$ cat config.mk
export PLATFORM = sky130hd
export DESIGN_NAME = transceiver_mode_control
export DESIGN_NICKNAME = d
export VERILOG_FILES = /design/src/trx_pkg.sv /design/src/transceiver_mode_control.sv /design/src/serial_frame.sv
export VERILOG_INCLUDE_DIRS = /design/src
export SDC_FILE = /design/constraint.sdc
export NUM_CORES = 1
export LEC_CHECK = 0
export BUFFER_PORTS_ARGS = -buffer_cell sky130_fd_sc_hd__buf_2
export CAP_MARGIN = 20
export CELL_PAD_IN_SITES_DETAIL_PLACEMENT = 1
export CELL_PAD_IN_SITES_GLOBAL_PLACEMENT = 1
export CORE_MARGIN = 5
export CORE_UTILIZATION = 53
export CTS_CLUSTER_DIAMETER = 60
export DETAILED_ROUTE_END_ITERATION = 10
export PLACE_DENSITY_LB_ADDON = 0.15
export SLEW_MARGIN = 20
export SYNTH_ARGS = -nofsm -noshare
export SYNTH_HDL_FRONTEND = slang
export SYNTH_SLANG_ARGS = --single-unit
$ cat constraint.sdc
create_clock -name clk -period 5.43 [get_ports clk]
set_clock_uncertainty 0.15 [all_clocks]
set_input_delay 0.8145 -clock clk [delete_from_list [all_inputs] [get_ports clk]]
set_output_delay 0.8145 -clock clk [all_outputs]
set_load 0.1 [all_outputs]
$ cat src/trx_params.svh
// Offsets, field positions, reset values and counts of the mode control block
`ifndef TRX_PARAMS_SVH
`define TRX_PARAMS_SVH

// Register map: buffer at 0x00..0x0f, control bank from CTRL_BASE
`define BUF_DEPTH     16
`define CTRL_NUM      8
`define CTRL_BASE     5'h10
`define OPCFG_OFS     3'h0
`define SYN_LO_OFS    3'h1
`define SYN_HI_OFS    3'h2

// Reset values
`define OPCFG_RST     8'h80
`define SYN_LO_RST    8'ha8
`define SYN_HI_RST    8'h7b
`define CTRL_RST      8'h00
`define BUF_RST       8'h00

// Fields of operating_config
`define F_THR_MSB     7
`define F_THR_LSB     6
`define F_RANGE       5
`define F_BAND        4
`define F_OPM_MSB     3
`define F_OPM_LSB     1
`define F_TRANSP      0

// Clock output control bits in the upper frequency register
`define F_CLK_EN      1
`define F_CLK_ON      0

// Status register bits
`define ST_PWR        7
`define ST_BTN        6
`define ST_SRST       0

// Serial command codes in command bits 7:6
`define CMD_RD        2'h0
`define CMD_WR        2'h1
`define CMD_STAT      2'h2
`define CMD_OFF       2'h3

// Interrupt fill levels
`define THR_L0        5'h01
`define THR_L1        5'h02
`define THR_L2        5'h04
`define THR_L3        5'h0c

// Synthesizer word base of the narrow range
`define SYN_BASE      13'h0c00

// Bit count of the last bit of a serial byte
`define FRAME_LAST    3'h7

`endif

$ cat src/trx_pkg.sv
// Types shared by the mode control block
package trx_pkg;

   // Power states, Gray along OFF -> RAMP -> ON
   typedef enum logic [1:0] {
      PWR_OFF  = 2'h0,
      PWR_RAMP = 2'h1,
      PWR_FULL = 2'h3
   } pwr_state_t;

   // Operating mode codes of operating_config bits 3:1
   typedef enum logic [2:0] {
      OPM_IDLE = 3'h0,
      OPM_TX   = 3'h1,
      OPM_POLL = 3'h2,
      OPM_RX   = 3'h3,
      OPM_FDM  = 3'h5,
      OPM_FDS  = 3'h7
   } op_mode_t;

endpackage

$ cat src/transceiver_mode_control.sv
// Power modes, register storage and operating_config decode of the transceiver
`timescale 1ns/1ps
`include "trx_params.svh"

// Function
// RQ1: From OFF, power-on high or push button low wakes the device to IDLE.
// RQ2: Waking raises the interrupt and sets the flag of the wake source.
// RQ3: In OFF every serial access is ignored; nothing can be programmed.
// RQ4: Host drives power-on low and button high before the OFF command.
// RQ5: In IDLE the RF section stays off while the host programs it.
// RQ6: Switch-on reset clears control logic and loads all register defaults.
// RQ7: Switch-on sets the supply-reset flag in the status register.
// RQ8: Clock output starts only after supply good and oscillator start-up.
// RQ9: Supply-reset flag clears only with supply good, oscillator up, status read.
// RQ10: Supply loss with button high and power-on low returns to OFF.
// RQ11: Sixteen-byte data buffer and eight control bytes, all read and write.
// RQ12: An eight-bit status register, separate from storage, readable serially.
// RQ13: Buffer, control and status survive active states, lost in OFF.
// RQ14: Receive modes raise interrupt at 1, 2, 4 or 12 bytes, or error.
// RQ15: Transmit mode raises interrupt at 1, 2, 4 or 12 left, or empty.
// RQ16: The threshold field does nothing in either full-duplex mode.
// RQ17: Bit 5 low limits synthesizer word to 3072..4095, high allows 0..8191.
// RQ18: Bit 4 selects 433/868 MHz band when low, 315 MHz when high.
// RQ19: Bits 3:1 pick IDLE, transmit, polling, receive, duplex master or slave.
// RQ20: Bit 0 high bypasses the buffer; modulation goes over the serial pins.
// RQ21: Undefined mode codes 100 and 110 behave as IDLE.
module transceiver_mode_control (
   input  wire logic        clk,
   input  wire logic        rstn,
   input  wire logic        power_on_input,
   input  wire logic        push_button_wake_input_n,
   input  wire logic        supply_good,
   input  wire logic        crystal_oscillator_ok,
   input  wire logic        cs,
   input  wire logic        sck,
   input  wire logic        serial_in_mod_data,
   input  wire logic [4:0]  rx_fill,
   input  wire logic [4:0]  tx_left,
   input  wire logic        rx_error,
   input  wire logic        rx_mod_data,
   input  wire logic        tx_buf_mod_data,
   output logic             serial_out_mod_data,
   output logic             irq,
   output logic             digital_supply,
   output logic             internal_supply_reset,
   output logic             clk_out_enable,
   output logic             rf_enable,
   output logic [2:0]       op_mode,
   output logic             full_duplex,
   output logic             band_select,
   output logic [12:0]      synth_word,
   output logic             transparent,
   output logic             tx_mod_data
);

   trx_pkg::pwr_state_t pwr;
   trx_pkg::pwr_state_t next_pwr;

   logic       pon_m;
   logic       pon_s;
   logic       btn_m;
   logic       btn_n_s;
   logic       sg_m;
   logic       sg_s;
   logic       osc_m;
   logic       osc_s;
   logic [7:0] buffer [`BUF_DEPTH];
   logic [7:0] ctrl [`CTRL_NUM];
   logic       flag_pwr;
   logic       flag_btn;
   logic       supply_reset_flag;
   logic       cmd_pulse;
   logic       data_pulse;
   logic [7:0] cmd;
   logic [7:0] wdata;
   logic       spi_sdo;
   logic       sdi_sync;
   logic [7:0] rdata;

   // Fill level chosen by the two threshold bits
   function automatic logic [4:0] thr_level(input logic [1:0] code);
      case (code)
         2'h0:    thr_level = `THR_L0;
         2'h1:    thr_level = `THR_L1;
         2'h2:    thr_level = `THR_L2;
         default: thr_level = `THR_L3;
      endcase
   endfunction

   // Codes with a defined meaning; the rest fall back to IDLE
   function automatic logic mode_defined(input logic [2:0] code);
      mode_defined = (code != 3'h4) && (code != 3'h6);
   endfunction

   // Default content of each control byte
   function automatic logic [7:0] ctrl_default(input int idx);
      case (idx)
         0:       ctrl_default = `OPCFG_RST;
         1:       ctrl_default = `SYN_LO_RST;
         2:       ctrl_default = `SYN_HI_RST;
         default: ctrl_default = `CTRL_RST;
      endcase
   endfunction

   // Wake pins and supply monitors come from outside: two flops each
   always_ff @(posedge clk or negedge rstn)
   begin
      if (!rstn)
      begin
         {pon_m, pon_s, sg_m, sg_s, osc_m, osc_s} <= 6'h00;
         {btn_m, btn_n_s} <= 2'h3;
      end
      else
      begin
         {pon_m, pon_s} <= {power_on_input, pon_m};
         {btn_m, btn_n_s} <= {push_button_wake_input_n, btn_m};
         {sg_m, sg_s} <= {supply_good, sg_m};
         {osc_m, osc_s} <= {crystal_oscillator_ok, osc_m};
      end
   end

   // Serial port; it stays deaf unless the device is fully on
   serial_frame u_serial (
      .clk        (clk),
      .rstn       (rstn),
      .enable     (pwr == trx_pkg::PWR_FULL),
      .cs         (cs),
      .sck        (sck),
      .sdi        (serial_in_mod_data),
      .rdata      (rdata),
      .sdi_sync   (sdi_sync),
      .cmd_pulse  (cmd_pulse),
      .data_pulse (data_pulse),
      .cmd        (cmd),
      .data       (wdata),
      .sdo        (spi_sdo)
   );

   // Power sequencing terms
   wire is_on     = (pwr == trx_pkg::PWR_FULL);
   wire is_off    = (pwr == trx_pkg::PWR_OFF);
   wire wake_pon  = is_off & pon_s;                       // RQ1
   wire wake_btn  = is_off & ~btn_n_s;                    // RQ1
   wire wake      = wake_pon | wake_btn;
   wire supply_up = sg_s & osc_s;
   wire drop      = ~sg_s & btn_n_s & ~pon_s;             // RQ10
   wire cmd_op_off  = is_on & cmd_pulse & (cmd[7:6] == `CMD_OFF);
   wire stat_rd   = is_on & cmd_pulse & (cmd[7:6] == `CMD_STAT);
   wire wr_hit    = is_on & data_pulse & (cmd[7:6] == `CMD_WR); // RQ3
   wire in_buf    = ~cmd[4];
   wire in_ctrl   = cmd[4] & (cmd[3] == 1'b0);

   // Power state; the host keeps the wake pins released before OFF
   always_comb
   begin
      next_pwr = pwr;
      case (pwr)
         trx_pkg::PWR_OFF:
            if (wake)
               next_pwr = trx_pkg::PWR_RAMP;              // RQ1
         trx_pkg::PWR_RAMP:
            if (sg_s)
               next_pwr = trx_pkg::PWR_FULL;
         trx_pkg::PWR_FULL:
            if (drop | cmd_op_off)
               next_pwr = trx_pkg::PWR_OFF;               // RQ10 RQ4
         default:
            next_pwr = trx_pkg::PWR_OFF;
      endcase
   end

   always_ff @(posedge clk or negedge rstn)
   begin
      if (!rstn)
         pwr <= trx_pkg::PWR_OFF;
      else
         pwr <= next_pwr;
   end

   // Supply switch and internal reset follow the state
   assign digital_supply        = ~is_off;
   assign internal_supply_reset = ~is_on;                 // RQ6

   // Data buffer; contents held only while powered
   genvar gi;
   generate
      for (gi = 0; gi < `BUF_DEPTH; gi++)
      begin : g_buf
         always_ff @(posedge clk or negedge rstn)
         begin
            if (!rstn)
               buffer[gi] <= `BUF_RST;
            else if (!is_on)
               buffer[gi] <= `BUF_RST;                    // RQ13
            else if (wr_hit & in_buf & (cmd[3:0] == 4'(gi)))
               buffer[gi] <= wdata;                       // RQ11
         end
      end
      // Control bank; defaults reload on every switch-on
      for (gi = 0; gi < `CTRL_NUM; gi++)
      begin : g_ctrl
         always_ff @(posedge clk or negedge rstn)
         begin
            if (!rstn)
               ctrl[gi] <= ctrl_default(gi);
            else if (!is_on)
               ctrl[gi] <= ctrl_default(gi);              // RQ6 RQ13
            else if (wr_hit & in_ctrl & (cmd[2:0] == 3'(gi)))
               ctrl[gi] <= wdata;                         // RQ11
         end
      end
   endgenerate

   // Status flags; a set in the clearing cycle wins
   always_ff @(posedge clk or negedge rstn)
   begin
      if (!rstn)
      begin
         flag_pwr          <= 1'b0;
         flag_btn          <= 1'b0;
         supply_reset_flag <= 1'b0;
      end
      else
      begin
         if (wake_pon)
            flag_pwr <= 1'b1;                             // RQ2
         else if (is_off | stat_rd)
            flag_pwr <= 1'b0;
         if (wake_btn)
            flag_btn <= 1'b1;                             // RQ2
         else if (is_off | stat_rd)
            flag_btn <= 1'b0;
         if (wake)
            supply_reset_flag <= 1'b1;                    // RQ7
         else if (is_off | (stat_rd & supply_up))
            supply_reset_flag <= 1'b0;                    // RQ9
      end
   end

   wire [7:0] status = {flag_pwr, flag_btn, 5'h00, supply_reset_flag}; // RQ12

   // Read data for the byte that follows the command
   assign rdata = (cmd[7:6] == `CMD_STAT) ? status :
                  in_buf  ? buffer[cmd[3:0]] :
                  in_ctrl ? ctrl[cmd[2:0]] : 8'h00;

   // operating_config decode
   wire [7:0] opcfg    = ctrl[`OPCFG_OFS];
   wire [2:0] mode_raw = opcfg[`F_OPM_MSB:`F_OPM_LSB];    // RQ19
   wire [2:0] mode_eff = mode_defined(mode_raw) ? mode_raw
                         : trx_pkg::OPM_IDLE;             // RQ21
   wire mode_tx  = (mode_eff == trx_pkg::OPM_TX);
   wire mode_rx  = (mode_eff == trx_pkg::OPM_RX) | (mode_eff == trx_pkg::OPM_POLL);
   wire mode_fd  = (mode_eff == trx_pkg::OPM_FDM) | (mode_eff == trx_pkg::OPM_FDS);
   wire [4:0] thr = thr_level(opcfg[`F_THR_MSB:`F_THR_LSB]);
   wire transp   = opcfg[`F_TRANSP];

   // Threshold only counts in plain receive or transmit modes
   wire rx_hit = is_on & mode_rx & ((rx_fill >= thr) | rx_error);          // RQ14
   wire tx_hit = is_on & mode_tx & ((tx_left == thr) | (tx_left == 5'h00)); // RQ15

   // Synthesizer word; narrow range pins the top bits to the base
   wire [12:0] word_wide = {ctrl[`SYN_HI_OFS][7:2], ctrl[`SYN_LO_OFS][7:1]};
   wire [12:0] word_narr = `SYN_BASE | {3'h0, word_wide[9:0]};
   wire [12:0] word_sel  = opcfg[`F_RANGE] ? word_wide : word_narr;   // RQ17

   // Clock output enable gated by both clock bits as well
   wire clk_bits = ctrl[`SYN_HI_OFS][`F_CLK_EN] & ctrl[`SYN_HI_OFS][`F_CLK_ON];

   // Interrupt level; a status read clears it, a new event wins
   always_ff @(posedge clk or negedge rstn)
   begin
      if (!rstn)
         irq <= 1'b0;
      else if (wake | rx_hit | tx_hit)
         irq <= 1'b1;                                     // RQ2 RQ14 RQ15 RQ16
      else if (is_off | stat_rd)
         irq <= 1'b0;
   end

   // Registered mode and RF outputs
   always_ff @(posedge clk or negedge rstn)
   begin
      if (!rstn)
      begin
         op_mode        <= trx_pkg::OPM_IDLE;
         rf_enable      <= 1'b0;
         full_duplex    <= 1'b0;
         band_select    <= 1'b0;
         synth_word     <= 13'h0000;
         transparent    <= 1'b0;
         clk_out_enable <= 1'b0;
      end
      else
      begin
         op_mode        <= is_on ? mode_eff : trx_pkg::OPM_IDLE;
         rf_enable      <= is_on & (mode_eff != trx_pkg::OPM_IDLE); // RQ5
         full_duplex    <= is_on & mode_fd;
         band_select    <= opcfg[`F_BAND];                 // RQ18
         synth_word     <= word_sel;
         transparent    <= is_on & transp;
         clk_out_enable <= is_on & supply_up & clk_bits;   // RQ8
      end
   end

   // Transparent mode routes modulation around the buffer
   wire tx_src  = transp ? sdi_sync : tx_buf_mod_data;     // RQ20
   wire out_src = (is_on & transp & (mode_rx | mode_fd)) ? rx_mod_data : spi_sdo;

   always_ff @(posedge clk or negedge rstn)
   begin
      if (!rstn)
      begin
         tx_mod_data         <= 1'b0;
         serial_out_mod_data <= 1'b0;
      end
      else
      begin
         tx_mod_data         <= tx_src;                    // RQ20
         serial_out_mod_data <= out_src;
      end
   end
endmodule // transceiver_mode_control

$ cat src/serial_frame.sv
// Four-wire serial port: pin synchronisers, command and data byte framing
`timescale 1ns/1ps
`include "trx_params.svh"

module serial_frame (
   input  wire logic       clk,
   input  wire logic       rstn,
   input  wire logic       enable,
   input  wire logic       cs,
   input  wire logic       sck,
   input  wire logic       sdi,
   input  wire logic [7:0] rdata,
   output logic            sdi_sync,
   output logic            cmd_pulse,
   output logic            data_pulse,
   output logic [7:0]      cmd,
   output logic [7:0]      data,
   output logic            sdo
);

   logic       cs_m;
   logic       cs_s;
   logic       sck_m;
   logic       sck_s;
   logic       sck_d;
   logic       sdi_m;
   logic       sdi_s;
   logic [2:0] cnt;
   logic       byte1;
   logic [6:0] sh;
   logic [7:0] osh;

   // Two flops on every pin; the first is read by nothing else
   always_ff @(posedge clk or negedge rstn)
   begin
      if (!rstn)
      begin
         {cs_m, cs_s, sck_m, sck_s, sck_d, sdi_m, sdi_s} <= 7'h00;
      end
      else
      begin
         {cs_m, cs_s} <= {cs, cs_m};
         {sck_m, sck_s, sck_d} <= {sck, sck_m, sck_s};
         {sdi_m, sdi_s} <= {sdi, sdi_m};
      end
   end

   // Edges of the sampled serial clock, only inside a frame
   wire active    = cs_s & enable;
   wire sck_rise  = active & sck_s & ~sck_d;
   wire sck_fall  = active & ~sck_s & sck_d;
   wire byte_done = sck_rise & (cnt == `FRAME_LAST);

   assign sdi_sync = sdi_s;
   assign sdo      = osh[7];

   // Input shifter; frame restarts whenever select drops
   always_ff @(posedge clk or negedge rstn)
   begin
      if (!rstn)
      begin
         cnt   <= 3'h0;
         byte1 <= 1'b0;
         sh    <= 7'h00;
      end
      else if (!active)
      begin
         cnt   <= 3'h0;
         byte1 <= 1'b0;
      end
      else if (sck_rise)
      begin
         sh  <= {sh[5:0], sdi_s};
         cnt <= cnt + 3'h1;
         if (byte_done)
            byte1 <= 1'b1;
      end
   end

   // Byte strobes; a third and later byte repeats the data strobe
   always_ff @(posedge clk or negedge rstn)
   begin
      if (!rstn)
      begin
         cmd_pulse  <= 1'b0;
         data_pulse <= 1'b0;
         cmd        <= 8'h00;
         data       <= 8'h00;
      end
      else
      begin
         cmd_pulse  <= byte_done & ~byte1;
         data_pulse <= byte_done & byte1;
         if (byte_done & ~byte1)
            cmd <= {sh, sdi_s};
         if (byte_done & byte1)
            data <= {sh, sdi_s};
      end
   end

   // Read shifter; the fall right after the command byte must not shift
   always_ff @(posedge clk or negedge rstn)
   begin
      if (!rstn)
         osh <= 8'h00;
      else if (cmd_pulse)
         osh <= rdata;
      else if (sck_fall & byte1 & (cnt != 3'h0))
         osh <= {osh[6:0], 1'b0};
   end

endmodule // serial_frame

**Word level (Yosys, flattened, before mapping)**

Cells that the tools add are included.

- Mux-type cells: 80
- Magnitude comparators: 3
- Bitwise operators: 82
- Reductions and logical operators: 16
- Equal/unequal tests: 67
- Add/subtract/negate cells: 1

Operators with widths:

| kind | count |
|---|---|
| $mux 8 | 57 |
| $and 1x1->1 | 59 |
| $ne 2x1->1 const B | 26 |
| $bmux 8 s4 | 1 |
| $eq 4x4->1 const B | 8 |
| $bmux 8 s3 | 1 |
| $eq 3x3->1 const B | 7 |
| $eq 4x3->1 const B | 4 |
| $mux 13 | 1 |
| $eq 3x2->1 const B | 4 |
| $mux 3 | 4 |
| $pmux 4 s3 | 1 |
| $mux 1 | 11 |
| $or 1x1->1 | 11 |
| $not 1->1 | 10 |
| $reduce_bool 2->1 | 5 |
| $eq 2x2->1 const B | 4 |
| $eq 4x2->1 const B | 2 |
| $eq 2x1->1 const B | 3 |
| $eq 3x1->1 const B | 2 |
| $mux 2 | 3 |
| $ne 2x2->1 const B | 3 |
| $ne 3x3->1 const B | 2 |
| $pmux 2 s3 | 1 |
| 16 further kinds | 19 |

- Output and inout port bits: 26
- Logic and storage cells: 310
- Flip-flop bits (word level): 273
- Input port bits: 22

**Logic depth before layout (Yosys ltp)**

- Word-level depth: 10
- Mapped depth: 9
- Gate-level depth less buffers: 7

**Modules after synthesis**

A second synthesis with hierarchy kept.

- Cells, all modules: 1,098
- Area, all modules: 12,400.6 µm²

By module, submodules not included:

| module | seq. area each (µm²) | instances | area an instance (µm²) | cells an instance |
|---|---|---|---|---|
| transceiver_mode_control | 5,745.5 | 1 | 10,532.6 | 953 |
| serial_frame | 1,101.1 | 1 | 1,868.0 | 145 |

**Least setup slack after synthesis**

OpenSTA, ideal clock, no wires.

- Kind: register -> output
- From: register pwr[0]
- To: output port internal_supply_reset
- Arrival time: 2.414 ns
- Required time: 4.465 ns
- Cell stages (with the launch flop): 8
- Path slack: 2.051 ns
- Path buffers: 5
- Path through: dfrtp_1 > buf_2 > and2_1 > buf_4 > inv_2 > clkbuf_1 > clkbuf_1 > clkbuf_1

- Word-level cells in the longest chain between the ends: 2

Ends and longest elaborated chain:

| what | line | text |
|---|---|---|
| from (decl) | transceiver_mode_control.sv:56 | `trx_pkg::pwr_state_t pwr;` |
| from (signal assigned) | transceiver_mode_control.sv:175 | `pwr <= trx_pkg::PWR_OFF;` |
| from (signal assigned) | transceiver_mode_control.sv:177 | `pwr <= next_pwr;` |
| $eq 2x2->1 | transceiver_mode_control.sv:140 | `wire is_on = (pwr == trx_pkg::PWR_FULL);` |
| $not 1->1 | transceiver_mode_control.sv:182 | `assign internal_supply_reset = ~is_on;` |
| to (decl) | transceiver_mode_control.sv:45 | `output logic internal_supply_reset,` |

Every way passes these cells.

**Worst setup path in the final report**

Same ends and word-level chain as after synthesis.

==> reports/metrics.yaml <==
global_route:
  grt_max_degree: 129
  busiest_layer: "met2"
  grt_overflow_total: 0
  grt_pass1_wl_um: 60400
  grtUsageMet2_pct: 46.69
  antenna_found_initial: 0
  grtUsageTotal_pct: 28.86
  grt.met3_usage_pct: 4.367
  grt_pass1_vias: 10315
  met1_usage_pct: 40.73
worst_setup_path:
  reg2regPathDepth: 7
  max_stage_delay_ns: 0.54
  cp_top_family: "buffers and inverters"
  crit_fanout: 72
  cp.arrival_ns: 2.43
  worstPathRequired_ns: 4.47
  endpoint_kind: "output port"
  worstReg2RegEnd: "ctrl[5]"
  cp_slowest_cell: "buf_2"
  path_buf_inv: 3
  setup.worst_path.start_class: "flop"
  startpoint: "pwr[0]"
  r2r_start: "pwr[0]"
  r2r_slack_ns: 2.24
  path_cells: "and2_1 -> buf_4 -> inv_6 -> buf_2"
  crit_type: "reg -> out"
die:
  die_x_um: 164.5
  start_util_pct: 53.89
  io_pins: 48
  die_h_um: 164.5
  core_sq_um: 23470
  rows: 56
  dieArea_sq_um: 27050
placed_design:
  dp_hpwl_um: 23850
  place.gp.congestion: 0.8105
  place_ws_ns: 2.346
  port_buffers: 47
pwr:
  power_mw: 4.867
  p_leak_nw: 5.969
  pwr_density_cell_nw_per_um2: 342.5
  ir_worst_vdd_mv: 0.2612
detailed_routing:
  ant_nets: 0
  vias_per_cell: 6.128
  initialDrtViolationCount: 924
  num_vias: 9651
  routed_wl_um: 38040
  drc: 0
  wl_per_cell_um: 24.15
  firstDrtPassIters: 5
logic_synthesis:
  synth_edf_count: 0
  synthCells: 1222
  synth_top_family_by_area: "multiplexers"
  synth_flop_cell: "dfrtp_1"
  async_flop_share_pct: 100.0
  synth_seq_cells: 272
  muxShareOfSynthArea_pct: 16.12
  syn_avg_cell_area_sq_um: 10.35
  synth_compound_gate_area_share_pct: 10.23
  yosys.area_share.xor_xnor_pct: 0.06925
  synth-adder-area-share_pct: 0.6925
  yosysWarnings: 0
  synth_nets: 1251
  synthSimpleGateAreaFrac_pct: 15.53
  synth_seq_area_share_pct: 53.93
  synth_cell_types: 61
  syn_area_sq_um: 12650
worst_hold_path:
  min_path_type: "in -> async"
timing:
  period_share_pct: 62.47
  finalSetupTns_ns: 0
  slew_violations: 0
  finalHoldViolCount: 0
  tightest_slew_ns: 1.140
  setup_viol: 0
  rsz0062_at_grt: "no"
  min_period_ns: 3.392
  worst_slack_ns: 2.038
  relSlewSlack_pct: 23.98
  fmax_ghz: 0.2948
cts:
  cts_buffer_depth: 3
  cts_made_buffers: 34
  cts_resized: 0
  h-tree-depth: 2
  insertion_delay_ns: 0.51
  cts.reportedPaths.clkPinSlew_ns: 0.06
  postCtsSetupBuffers: 0
  clockRootBuffer: "clkbuf_16"
  cts_hold_buf: 0
  cts_tree: "done"
  clkSinkCount: 272
layout:
  syn2layout_area_growth_pct: 12.36
  antenna-diode-count: 0
  drive_gt1_share_pct: 16.48
  final_cell_mix: "256 x dfrtp_1, 235 x nand2_1, 138 x a21oi_1"
  finalNetCount: 1261
  layout_commonest_cell: "dfrtp_1"
status:
  status: "complete, no violations"
flow_run:
  drv_cap: 0
[worst max path at each step]
stage | endpoint | slack, ns | cells past startpoint
after global placement | ctrl[0] | 2.51 | 7
after detailed placement | ctrl[6] | 2.35 | 7
after global routing | internal_supply_reset | 1.96 | 4
after CTS | internal_supply_reset | 2.04 | 4
after floorplan | internal_supply_reset | 2.05 | 7
final | internal_supply_reset | 2.04 | 4
[logic make-up after synthesis]
family | after synthesis
and+or+nand+nor | 442
DFF | 272
AOI/OAI and AO/OA | 226
muxes | 170
buffers and inverters | 104
adders and majority gates | 7
xor gates and xnor gates | 1
[metrics by stage]
| stage | hold WS [ns] | instance area (sq um) | instances | util, % |
|---|---|---|---|---|
| floorplan | 0.1812 | 12650 | 1222 | - |
| global placement | 0.1821 | 13060 | 1514 | 55.62 |
| detailed placement | 0.1856 | 13060 | 1515 | 55.65 |
| CTS | 0.1998 | 14200 | 1575 | 60.51 |
| global route | 0.2008 | 14210 | 1575 | 60.54 |
| finish | 0.1782 | 14210 | 1575 | 60.54 |
[layout make-up]
| class | count | area, sq um |
|---|---|---|
| Sequential cell | 272 | 6829 |
| Multi-Input combinational cell | 846 | 5399 |
| Timing Repair Buffer | 64 | 385.4 |
| Fill cell | 2544 | 9261 |
| Tap cell | 319 | 399.1 |
| Clock inverter | 12 | 156.4 |
| Inverter | 14 | 57.56 |
| Clock buffer | 48 | 984.7 |
[per-layer routing]
metal  vias to the layer above  share of wire (%)  routed length [um]
met5                         -                  0                   0
met4                         0                2.7                1039
li1                       4264                  -                   -
met1                      5023                 44               16820
met3                        79                5.3                2033
met2                       285                 48               18150
[synth_stat cells, drive strengths merged (4+ instances only)]
master | n | share of area, %
dfrtp | 260 | 51
nand2 | 235 | 7.0
a21oi | 138 | 5.5
mux2i | 116 | 9.2
nor2 | 106 | 3.6
clkbuf | 66 | 2.0
nand3 | 39 | 1.6
o21ai | 33 | 1.3
mux2 | 30 | 2.7
buf | 24 | 0.97
mux4 | 24 | 4.3
inv | 13 | 0.39
nor3 | 13 | 0.60
dfstp | 12 | 2.5
a22o | 11 | 0.76
nand2b | 10 | 0.49
nor2b | 8 | 0.40
a31oi | 7 | 0.35
ha | 7 | 0.69
a22oi | 6 | 0.36
a2bb2oi | 4 | 0.28
nand3b | 4 | 0.24
nand4 | 4 | 0.20
nor4 | 4 | 0.32
o221ai | 4 | 0.28
o22ai | 4 | 0.20
or2 | 4 | 0.20
[flip-flops by register name, summed over array words and instances, names as in the netlist, 2 cells and up]
register / count
u_serial.cmd: 7
ctrl: 56
buffer: 128
pwr: 2
u_serial.osh: 8
op_mode: 3
u_serial.cnt: 3
u_serial.sh: 7
opcfg: 8
synth_word: 13
u_serial.data: 8
[where the power goes]
group | total [mW] | internal [mW] | leakage [nW] | switching, mW
Sequential | 2.13 | 2.07 | 3.67 | 0.0545
Clock | 2.29 | 1.41 | 0.564 | 0.877
Combinational | 0.448 | 0.0740 | 1.74 | 0.374
Total | 4.87 | 3.56 | 5.97 | 1.31
No activity file was read; power rests on OpenSTA's default activity.
